File: config.mk
export PLATFORM = sky130hd
export DESIGN_NAME = status_word_and_exception_entry
export DESIGN_NICKNAME = d
export VERILOG_FILES = /design/src/status_word_pkg.sv /design/src/status_word_and_exception_entry.sv
export VERILOG_INCLUDE_DIRS = /design/src
export SDC_FILE = /design/constraint.sdc
export NUM_CORES = 2
export LEC_CHECK = 0
export ABC_AREA = 1
export BUFFER_PORTS_ARGS = -buffer_cell sky130_fd_sc_hd__buf_2
export CAP_MARGIN = 20
export CORE_MARGIN = 1.5
export CORE_UTILIZATION = 25
export CTS_BUF_LIST = sky130_fd_sc_hd__clkbuf_8
export CTS_CLUSTER_SIZE = 14
export DETAILED_ROUTE_END_ITERATION = 12
export MAX_ROUTING_LAYER = met4
export PLACE_DENSITY_LB_ADDON = 0.08
export SYNTH_ARGS = -nofsm -noshare
export SYNTH_HDL_FRONTEND = slang
export SYNTH_SLANG_ARGS = --single-unit
File: constraint.sdc
create_clock -name clk_sys_i -period 12.2 [get_ports clk_sys_i]
set_input_delay 1.22 -clock clk_sys_i [delete_from_list [all_inputs] [get_ports clk_sys_i]]
set_output_delay 1.22 -clock clk_sys_i [all_outputs]
set_load 0.005 [all_outputs]
File: src/status_word_defs.svh
// status word, banking and exception constants for the exception unit
// assumes a 32-bit core datapath and APB register access
`ifndef STATUS_WORD_DEFS_SVH
`define STATUS_WORD_DEFS_SVH

// ----------------------------------------
// mode encodings
// ----------------------------------------
`define MODE_USER 5'h10
`define MODE_FIQ 5'h11
`define MODE_IRQ 5'h12
`define MODE_SVC 5'h13
`define MODE_ABT 5'h17
`define MODE_UND 5'h1B
`define MODE_SYS 5'h1F

// ----------------------------------------
// status word field positions
// ----------------------------------------
`define PSR_FLAGS_HI 31
`define PSR_FLAGS_LO 28
`define PSR_IMASK_BIT 7
`define PSR_FMASK_BIT 6
`define PSR_STATE_BIT 5
`define PSR_MODE_HI 4
`define PSR_MODE_LO 0
`define PSR_RESET 32'h000000D3

// ----------------------------------------
// vectors and return offsets
// ----------------------------------------
`define VEC_LOW_BASE 32'h00000000
`define VEC_HIGH_BASE 32'hFFFF0000
`define VEC_RESET 32'h00000000
`define VEC_UND 32'h00000004
`define VEC_SWT 32'h00000008
`define VEC_PABT 32'h0000000C
`define VEC_DABT 32'h00000010
`define VEC_IRQ 32'h00000018
`define VEC_FIQ 32'h0000001C
`define LR_OFS_2 32'h00000002
`define LR_OFS_4 32'h00000004
`define LR_OFS_8 32'h00000008

// ----------------------------------------
// APB register offsets, control field
// ----------------------------------------
`define REG_CTRL 12'h000
`define REG_CUR 12'h004
`define REG_SAVED 12'h008
`define REG_INFO 12'h00C
`define CTRL_HIVEC_BIT 0
`define CTRL_RESET 32'h00000000

// ----------------------------------------
// physical register file layout
// ----------------------------------------
`define PHYS_REGS 30
`define PHYS_FIQ_BASE 5'h0F
`define PHYS_BANK_BASE 5'h16
`define SAVED_NONE 3'h7

`endif

File: src/status_word_pkg.sv
// types shared by the exception unit
// assumes status_word_defs.svh for all numeric constants
package status_word_pkg;

   // ----------------------------------------
   // status word layout
   // ----------------------------------------
   typedef struct packed {
      logic [3:0] nzcv;
      logic [19:0] rsvd;
      logic imask;
      logic fmask;
      logic state;
      logic [4:0] mode;
   } psr_t;

   typedef enum logic [2:0] {
      EXC_NONE,
      EXC_RESET,
      EXC_DABT,
      EXC_FIQ,
      EXC_IRQ,
      EXC_PABT,
      EXC_UND,
      EXC_SWT
   } exc_t;

   // ----------------------------------------
   // whole module state
   // ----------------------------------------
   typedef struct packed {
      psr_t cur;
      psr_t [4:0] saved;
      logic [29:0][31:0] gpr;
      logic hivec;
      logic rst_pend;
      logic locked;
      exc_t last_exc;
      logic ready;
      logic slverr;
      logic [31:0] prdata;
      logic [31:0] rd_data;
      logic acc_err;
      logic cond_pass;
      logic pc_load;
      logic [31:0] pc;
   } state_t;

endpackage

File: src/status_word_and_exception_entry.sv
// status words, banked register file, exception entry and return
// assumes the core presents pc, requests and register accesses synchronously
//
// Overview of operation
// - compact low regs, SP, LR, PC are the full-state registers 0-7, 13, 14, 15
// - compact state reaches registers 8-12 only with the high-register variant strobe
// - one current word and five saved words, same in both states
// - four flags updated by operations and tested for conditional execution
// - full state conditions every instruction, compact state only branches
// - low eight bits change on entry; software writes them, except the state bit, only when privileged
// - set masks ignore normal and fast interrupt requests
// - state bit selects compact or full state and drives the state pin
// - seven legal mode encodings, all others invalid
// - fast mode banks 8-14, other exception modes bank 13-14, each saved word
// - simultaneous exceptions are taken in a fixed order
// - entry other than reset from full state saves pc plus 4 or 8 in the new link register
// - entry from compact state adjusts the link value for a common return
// - entry other than reset copies the current word into the new mode's saved word
// - entry forces the mode and loads the exception vector
// - entry sets masks to block unmanageable nesting
// - entry from compact state switches to full state with the vector
// - return loads pc from adjusted link, masks restored as saved
// - return copies the saved word back, restoring the state bit
// - vectors at low or high base, one word apart except two words from data abort to normal interrupt
// - order: reset, data abort, fast, normal, prefetch abort, undefined/trap
`timescale 1ns/1ns
`include "status_word_defs.svh"

module status_word_and_exception_entry #(
   parameter int unsigned ADDR_W = 12
) (
   input wire logic clk_sys_i,
   input wire logic rstn_i,
   input wire logic psel_i,
   input wire logic penable_i,
   input wire logic pwrite_i,
   input wire logic [ADDR_W-1:0] paddr_i,
   input wire logic [31:0] pwdata_i,
   output logic [31:0] prdata_o,
   output logic pready_o,
   output logic pslverr_o,
   input wire logic boundary_i,
   input wire logic [31:0] pc_i,
   input wire logic dabt_i,
   input wire logic fiq_i,
   input wire logic irq_i,
   input wire logic pabt_i,
   input wire logic undef_i,
   input wire logic swtrap_i,
   input wire logic ret_i,
   input wire logic [31:0] ret_pc_i,
   input wire logic flag_we_i,
   input wire logic [3:0] flags_i,
   input wire logic [3:0] cond_i,
   input wire logic branch_i,
   input wire logic [3:0] rd_idx_i,
   input wire logic hi_ok_i,
   input wire logic wr_en_i,
   input wire logic [3:0] wr_idx_i,
   input wire logic [31:0] wr_data_i,
   output logic [31:0] rd_data_o,
   output logic acc_err_o,
   output logic cond_pass_o,
   output logic pc_load_o,
   output logic [31:0] pc_o,
   output logic state_indicator_output_o,
   output logic [4:0] mode_o,
   output logic locked_o
);

   // ----------------------------------------
   // helper functions
   // ----------------------------------------
   function automatic logic mode_legal(input logic [4:0] m);
      mode_legal = (m == `MODE_USER) || (m == `MODE_FIQ) || (m == `MODE_IRQ) ||
                   (m == `MODE_SVC) || (m == `MODE_ABT) || (m == `MODE_UND) ||
                   (m == `MODE_SYS);
   endfunction

   // saved word slot per mode; user and system have none
   function automatic logic [2:0] saved_idx(input logic [4:0] m);
      unique case (m)
         `MODE_FIQ: saved_idx = 3'h0;
         `MODE_IRQ: saved_idx = 3'h1;
         `MODE_SVC: saved_idx = 3'h2;
         `MODE_ABT: saved_idx = 3'h3;
         `MODE_UND: saved_idx = 3'h4;
         default: saved_idx = `SAVED_NONE;
      endcase
   endfunction

   // logical index to physical slot; 15 is the pc and never stored
   function automatic logic [4:0] phys(input logic [4:0] m, input logic [3:0] idx);
      logic [2:0] sv;
      sv = saved_idx(m);
      phys = {1'b0, idx};
      if (m == `MODE_FIQ && idx >= 4'h8 && idx <= 4'hE) begin
         phys = 5'(`PHYS_FIQ_BASE + 5'(idx - 4'h8));
      end else if (sv != `SAVED_NONE && sv != 3'h0 && idx >= 4'hD && idx <= 4'hE) begin
         phys = 5'(`PHYS_BANK_BASE + 5'({sv - 3'h1, 1'b0}) + 5'(idx - 4'hD));
      end
   endfunction

   // compact state: 0-7, 13, 14, 15 direct; 8-12 only via high variants
   function automatic logic acc_ok(input logic compact, input logic [3:0] idx,
                                   input logic hi);
      acc_ok = !compact || idx < 4'h8 || idx > 4'hC || hi;
   endfunction

   function automatic logic cond_eval(input logic [3:0] c, input logic [3:0] f);
      logic n;
      logic z;
      logic cy;
      logic v;
      {n, z, cy, v} = f;
      unique case (c)
         4'h0: cond_eval = z;
         4'h1: cond_eval = !z;
         4'h2: cond_eval = cy;
         4'h3: cond_eval = !cy;
         4'h4: cond_eval = n;
         4'h5: cond_eval = !n;
         4'h6: cond_eval = v;
         4'h7: cond_eval = !v;
         4'h8: cond_eval = cy && !z;
         4'h9: cond_eval = !cy || z;
         4'hA: cond_eval = n == v;
         4'hB: cond_eval = n != v;
         4'hC: cond_eval = !z && (n == v);
         4'hD: cond_eval = z || (n != v);
         default: cond_eval = 1'b1;
      endcase
   endfunction

   function automatic logic [4:0] exc_mode(input status_word_pkg::exc_t e);
      unique case (e)
         status_word_pkg::EXC_DABT, status_word_pkg::EXC_PABT: exc_mode = `MODE_ABT;
         status_word_pkg::EXC_FIQ: exc_mode = `MODE_FIQ;
         status_word_pkg::EXC_IRQ: exc_mode = `MODE_IRQ;
         status_word_pkg::EXC_UND: exc_mode = `MODE_UND;
         default: exc_mode = `MODE_SVC;
      endcase
   endfunction

   function automatic logic [31:0] exc_vec(input status_word_pkg::exc_t e);
      unique case (e)
         status_word_pkg::EXC_DABT: exc_vec = `VEC_DABT;
         status_word_pkg::EXC_PABT: exc_vec = `VEC_PABT;
         status_word_pkg::EXC_FIQ: exc_vec = `VEC_FIQ;
         status_word_pkg::EXC_IRQ: exc_vec = `VEC_IRQ;
         status_word_pkg::EXC_UND: exc_vec = `VEC_UND;
         status_word_pkg::EXC_SWT: exc_vec = `VEC_SWT;
         default: exc_vec = `VEC_RESET;
      endcase
   endfunction

   // compact offsets differ only for undefined and trap, so one handler return works
   function automatic logic [31:0] lr_ofs(input status_word_pkg::exc_t e, input logic compact);
      if (e == status_word_pkg::EXC_DABT) begin
         lr_ofs = `LR_OFS_8;
      end else if (compact &&
                   (e == status_word_pkg::EXC_UND || e == status_word_pkg::EXC_SWT)) begin
         lr_ofs = `LR_OFS_2;
      end else begin
         lr_ofs = `LR_OFS_4;
      end
   endfunction

   // ----------------------------------------
   // exception selection
   // ----------------------------------------
   status_word_pkg::state_t s_r;
   status_word_pkg::state_t s_nxt;
   status_word_pkg::exc_t sel;
   logic [31:0] vbase;

   assign vbase = s_r.hivec ? `VEC_HIGH_BASE : `VEC_LOW_BASE;

   always_comb begin
      sel = status_word_pkg::EXC_NONE;
      if (s_r.rst_pend) begin
         sel = status_word_pkg::EXC_RESET;
      end else if (!s_r.locked && boundary_i) begin
         if (dabt_i) begin
            sel = status_word_pkg::EXC_DABT;
         end else if (fiq_i && !s_r.cur.fmask) begin
            sel = status_word_pkg::EXC_FIQ;
         end else if (irq_i && !s_r.cur.imask) begin
            sel = status_word_pkg::EXC_IRQ;
         end else if (pabt_i) begin
            sel = status_word_pkg::EXC_PABT;
         end else if (undef_i) begin
            sel = status_word_pkg::EXC_UND;
         end else if (swtrap_i) begin
            sel = status_word_pkg::EXC_SWT;
         end
      end
   end

   // ----------------------------------------
   // next state
   // ----------------------------------------
   always_comb begin
      logic [2:0] sv;
      logic [2:0] nsv;
      logic [4:0] nm;
      logic priv;
      logic compact;
      logic apb_wr;
      logic [ADDR_W-1:0] ofs;
      status_word_pkg::psr_t wpsr;
      sv = saved_idx(s_r.cur.mode);
      nm = exc_mode(sel);
      nsv = saved_idx(nm);
      priv = s_r.cur.mode != `MODE_USER;
      compact = s_r.cur.state;
      ofs = paddr_i;
      wpsr = status_word_pkg::psr_t'(pwdata_i);
      s_nxt = s_r;
      s_nxt.pc_load = 1'b0;
      s_nxt.ready = 1'b0;
      s_nxt.slverr = 1'b0;
      apb_wr = psel_i && penable_i && pwrite_i && s_r.ready && !s_r.slverr;
      // apb: decode in setup, answer in the first access cycle
      if (psel_i && !penable_i) begin
         s_nxt.ready = 1'b1;
         s_nxt.prdata = 32'h00000000;
         unique case (ofs)
            ADDR_W'(`REG_CTRL): s_nxt.prdata[`CTRL_HIVEC_BIT] = s_r.hivec;
            ADDR_W'(`REG_CUR): s_nxt.prdata = 32'(s_r.cur);
            ADDR_W'(`REG_SAVED): s_nxt.prdata = (sv == `SAVED_NONE) ? 32'h00000000 :
                                               32'(s_r.saved[sv]);
            ADDR_W'(`REG_INFO): s_nxt.prdata = {28'h0000000, s_r.locked, 3'(s_r.last_exc)};
            default: s_nxt.slverr = 1'b1;
         endcase
      end
      if (apb_wr && ofs == ADDR_W'(`REG_CTRL)) begin
         s_nxt.hivec = pwdata_i[`CTRL_HIVEC_BIT];
      end
      // flags always writable, control bits only when privileged; state bit kept
      if (apb_wr && ofs == ADDR_W'(`REG_CUR)) begin
         s_nxt.cur.nzcv = wpsr.nzcv;
         if (priv) begin
            s_nxt.cur.imask = wpsr.imask;
            s_nxt.cur.fmask = wpsr.fmask;
            s_nxt.cur.mode = wpsr.mode;
         end
      end
      if (apb_wr && ofs == ADDR_W'(`REG_SAVED) && sv != `SAVED_NONE) begin
         s_nxt.saved[sv] = wpsr;
         s_nxt.saved[sv].rsvd = 20'h00000;
      end
      // flags from the datapath
      if (flag_we_i) begin
         s_nxt.cur.nzcv = flags_i;
      end
      // core register port
      s_nxt.acc_err = !acc_ok(compact, rd_idx_i, hi_ok_i) ||
                      (wr_en_i && !acc_ok(compact, wr_idx_i, hi_ok_i));
      if (!acc_ok(compact, rd_idx_i, hi_ok_i)) begin
         s_nxt.rd_data = 32'h00000000;
      end else if (rd_idx_i == 4'hF) begin
         s_nxt.rd_data = pc_i;
      end else begin
         s_nxt.rd_data = s_r.gpr[phys(s_r.cur.mode, rd_idx_i)];
      end
      if (wr_en_i && wr_idx_i != 4'hF && acc_ok(compact, wr_idx_i, hi_ok_i)) begin
         s_nxt.gpr[phys(s_r.cur.mode, wr_idx_i)] = wr_data_i;
      end
      // only branches are conditional in compact state
      s_nxt.cond_pass = (compact && !branch_i) ? 1'b1 : cond_eval(cond_i, s_r.cur.nzcv);
      // return: pc from adjusted link, saved word back into current
      if (ret_i && !s_r.locked && sv != `SAVED_NONE) begin
         s_nxt.cur = s_r.saved[sv];
         s_nxt.pc = ret_pc_i;
         s_nxt.pc_load = 1'b1;
      end
      // entry overrides a return and any other update of the same fields in its cycle
      if (sel != status_word_pkg::EXC_NONE) begin
         s_nxt.rst_pend = 1'b0;
         s_nxt.last_exc = sel;
         if (sel != status_word_pkg::EXC_RESET) begin
            s_nxt.gpr[phys(nm, 4'hE)] = 32'(pc_i + lr_ofs(sel, compact));
            s_nxt.saved[nsv] = s_r.cur;
         end
         s_nxt.cur.mode = nm;
         s_nxt.cur.state = 1'b0;
         s_nxt.cur.imask = 1'b1;
         if (sel == status_word_pkg::EXC_FIQ || sel == status_word_pkg::EXC_RESET) begin
            s_nxt.cur.fmask = 1'b1;
         end
         s_nxt.pc = 32'(vbase + exc_vec(sel));
         s_nxt.pc_load = 1'b1;
      end
      // illegal mode freezes the core until reset
      if (!mode_legal(s_nxt.cur.mode)) begin
         s_nxt.locked = 1'b1;
      end
   end

   // ----------------------------------------
   // state register
   // ----------------------------------------
   always_ff @(posedge clk_sys_i or negedge rstn_i) begin
      if (!rstn_i) begin
         s_r <= '0;
         s_r.cur <= status_word_pkg::psr_t'(`PSR_RESET);
         s_r.hivec <= 1'b0;
         s_r.rst_pend <= 1'b1;
         s_r.cond_pass <= 1'b1;
      end else begin
         s_r <= s_nxt;
      end
   end

   assign prdata_o = s_r.prdata;
   assign pready_o = s_r.ready;
   assign pslverr_o = s_r.slverr;
   assign rd_data_o = s_r.rd_data;
   assign acc_err_o = s_r.acc_err;
   assign cond_pass_o = s_r.cond_pass;
   assign pc_load_o = s_r.pc_load;
   assign pc_o = s_r.pc;
   assign state_indicator_output_o = s_r.cur.state;
   assign mode_o = s_r.cur.mode;
   assign locked_o = s_r.locked;
endmodule

==> results.md <==
- Final worst path period share: 0.596
- Global-route usage over all layers: 0.269
- Compound-Gate Fraction of Synth Area: 0.155
- CP max stage cell: clkinv_2
- Wire length per cell: 28.9 µm
- Hold buffers post-CTS: 0
- Hold crit path type: in -> async
- Largest net degree at the start of global routing: 184
- Crit path capture type: register
- Postcts setup bufs: 0
- FMAX: 0.138 GHz
- Vias per cell: 5.24
- Final Non-Filler Cells: 12,033
- M1 WL: 158,000 µm
- Initial Util: 0.251
- Crit path top cell by count: nand2_1
- RSZ-0062 raised after global routing: false
- Leak pwr: 34.2 nW
- GPL Wtd Cong: 0.854
- Rel. slew slack: 0.146
- Final core utilization: 0.286
- Detail Route Antenna Nets: 0
- Die height: 510 µm
- Seq cells post-synth: 1,259
- Clock sinks: 1,259
- Critical path fanouts, max: 34
- Critical Path, Cell by Cell: nand2_1 -> nor2_1 -> nand2_2 -> nand4_2 -> nand2_2 -> xnor2_1 -> ha_1 -> inv_1 -> ha_1 -> a21oi_1 -> nand2_1 -> xor2_1 -> or3_1 -> nand2_1 -> inv_2 -> nand2_1 -> nor2_2 -> nand2_2 -> buf_4 -> clkinv_2 -> buf_4 -> nor2_1 -> o22ai_1
- Post-synthesis mux area share: 0.000175
- CP Class: reg -> reg
- Die ar.: 260,000 µm²
- Crit path DAT: 8130 ps
- Root Buffer: clkbuf_8
- Area Growth Syn to Fin: 14.0%
- CTS HTree Levels: 5
- R2R Setup Slk: 4930 ps
- Placed instance count: 11,565
- Max clock buf depth: 4
- Layout cells sized above 1: 0.108
- Sequential fraction of the synthesis area: 0.490
- Slowest stage delay, CP: 730 ps
- EDFF count, synth: 0
- Async SR Flop Fraction: 1.00
- Iteration-0 DRC Markers: 7,351
- Fin Setup TNS: 0 ps
- Startpoint types: register
- DP HPWL: 202,000 µm
- Synth unique cells: 54
- VDD IR-drop max: 0.126 mV
- CTS tree: done
- Met3 routed WL: 24,600 µm
- Worst EP required: 13,070 ps
- First-pass GRT wire length: 480,000 µm
- Adder-Cell Fraction of Synth Area: 0.00618
- Status: completed
- Setup violations, final: 0
- Vias in the first global route: 59,697
- Combinational family with the most area after synthesis: simple AND/OR/NAND/NOR gates
- Cts repair resizes: 0
- Detail Route met2 WL: 151,000 µm
- Die Wd: 510 µm
- Minimum clock period: 7270 ps
- Later-pin clock latency in the skew report: 1070 ps
- DR top layer: met4
- Synth Cell Area: 64,300 µm²
- Overflow after GRT: 0
- Worst slew pin tran: 1280 ps
- Worst Skew: 76.6 ps
- Synth warn: 0
- Row Count: 186
- Final WL: 347,000 µm
- Clock slew at reported path FFs: 60 ps
- Via count: 63,051
- Drt pass-1 iters: 6
- Antenna violations before repair: 33
- PwrDens: 183 nW/µm²
- Number of port buffers: 260
- Synth Area in XOR/XNOR: 0.00434
- # IOs: 281
- Cts bufs inserted: 277
- Post-synthesis simple-gate area fraction: 0.264
- Final Hold Viols: 0
- Fin nets: 8,664
- Core area: 256,000 µm²
- Syn_nets: 8,658
- Max-Cap Viols: 0
- Pins Over Slew Limit: 0
- DRC viols: 0
- Synthesized area per cell: 7.61 µm²
- Syn Inst Count: 8,455
- Ys flop type: dfrtp_1
==> state kept, by name, indices dropped and copies added (netlist names) <==
| register | flops |
|---|---|
| pc_o | 32 |
| acc_err_o | 1 |
| prdata_o | 32 |
| pc_load_o | 1 |
| locked_o | 1 |
| cond_pass_o | 1 |
| mode_o | 5 |
| state_indicator_output_o | 1 |
| pready_o | 1 |
| s_r | 1151 |
| pslverr_o | 1 |
| rd_data_o | 32 |
==> cell type report <==
cell class	count	area [µm²]
flip-flops and latches	1259	31500
well taps	3384	4230
diodes	25	62.6
clock inverters	108	434
inverters	494	1870
fillers	28147	183000
multi-input cells	6009	28000
clock buffers	334	4600
repair buffers	420	2670
==> power breakdown <==
group          switching [mW]  total (mW)  internal (mW)
logic                    1.90        2.96           1.05
registers               0.594        5.92           5.32
clock network            2.11        4.55           2.44
==> worst max-delay path, delay by kind of cell, from the launching register on <==
family,cells,cell delay (ps)
compound gates,2,240
buf+inv,5,2160
simple gates,12,2740
flops,1,640
xor+xnor,2,630
fa+ha+maj,2,570
==> layout by cell type, fill, tap and decap left out, types with 19 or more instances in the layout <==
cell,count
nand2_1,2294
a21oi_1,442
diode_2,25
nor2_1,592
o221ai_1,19
a22oi_1,35
nand2_2,36
xor2_1,27
buf_2,259
o22ai_1,124
nor3_1,40
nand4_1,21
dfrtp_1,1252
ha_1,27
clkbuf_8,334
inv_1,531
a31oi_1,84
buf_4,148
inv_2,38
nand3_1,1015
o21ai_1,75
o21ai_0,987
o211ai_1,56
==> cell families (layout without fill, tap and decap cells) <==
family	count (synthesis)	in the layout
AO/OA/AOI/OAI	1856	1856
XOR/XNOR	31	31
adder cells (fa/ha/maj)	30	30
buffers and inverters	1187	1356
flip-flops	1259	1259
multiplexers	1	1
other	1	26
AND/OR/NAND/NOR	4090	4090
==> cells in the mapped netlist, types with 3 or more instances <==
| cell type | count | area (µm²) |
|---|---|---|
| nand2_2 | 15 | 93.8 |
| nor2_2 | 13 | 81.3 |
| nor2_1 | 601 | 2260 |
| nor2_4 | 9 | 101 |
| or2_2 | 4 | 25.0 |
| inv_1 | 449 | 1690 |
| buf_1 | 43 | 161 |
| nand3_1 | 1025 | 5130 |
| clkbuf_1 | 332 | 1250 |
| o21ai_2 | 3 | 26.3 |
| o221ai_1 | 19 | 166 |
| nand3_2 | 3 | 30.0 |
| o21ai_1 | 77 | 385 |
| nor4_1 | 17 | 106 |
| nand4_1 | 21 | 131 |
| xnor2_1 | 3 | 26.3 |
| dfstp_2 | 7 | 184 |
| dfrtp_1 | 1252 | 31300 |
| buf_2 | 199 | 996 |
| clkinv_1 | 13 | 48.8 |
| a22oi_1 | 35 | 263 |
| buf_6 | 3 | 33.8 |
| inv_2 | 32 | 120 |
| a21oi_1 | 442 | 2210 |
| nand2_1 | 2330 | 8750 |
| o21ai_0 | 987 | 4940 |
| a31oi_1 | 84 | 526 |
| nor3_1 | 41 | 205 |
| buf_4 | 115 | 863 |
| a211oi_1 | 4 | 30.0 |
| o211ai_1 | 56 | 420 |
| nand4_2 | 3 | 37.5 |
| o22ai_1 | 124 | 776 |
| ha_1 | 27 | 338 |
| a22o_1 | 15 | 131 |
| fa_1 | 3 | 60.1 |
| xor2_1 | 27 | 236 |
==> routing by layer <==
metal,track usage,vias up
met1,0.369,31699
met5,-,-
met2,0.398,2752
met3,0.0430,608
met4,0.0935,0
li1,-,27992
==> worst paths after layout <==
| check | from | to | depth (start not counted) |
|---|---|---|---|
| max | mode_o[0]$_DFF_PN1_ | s_r[395]$_DFF_PN0_ | 23 |
| min in group clk_sys_i | cond_i[3] | cond_pass_o$_DFF_PN1_ | 2 |
| max in group asynchronous | rstn_i | s_r[118]$_DFF_PN0_ | 4 |
| min | rstn_i | s_r[353]$_DFF_PN0_ | 1 |
| min reg2reg | s_r[832]$_DFF_PN0_ | s_r[832]$_DFF_PN0_ | 2 |
| max reg2reg | mode_o[0]$_DFF_PN1_ | s_r[395]$_DFF_PN0_ | 23 |
==> through the flow <==
stage | power, mW | setup WS [ps] | cell area [µm²] | hold WS [ps]
floorplan | 7.84 | 7540 | 64300 | 450
global placement | 8.83 | 4460 | 68200 | 463
detailed placement | 8.89 | 4470 | 68300 | 464
CTS | 13.5 | 4790 | 73300 | 216
global route | 14.2 | 4660 | 73400 | 262
finish | 13.4 | 4930 | 73400 | 229
Power figures use the tool's default switching activity.
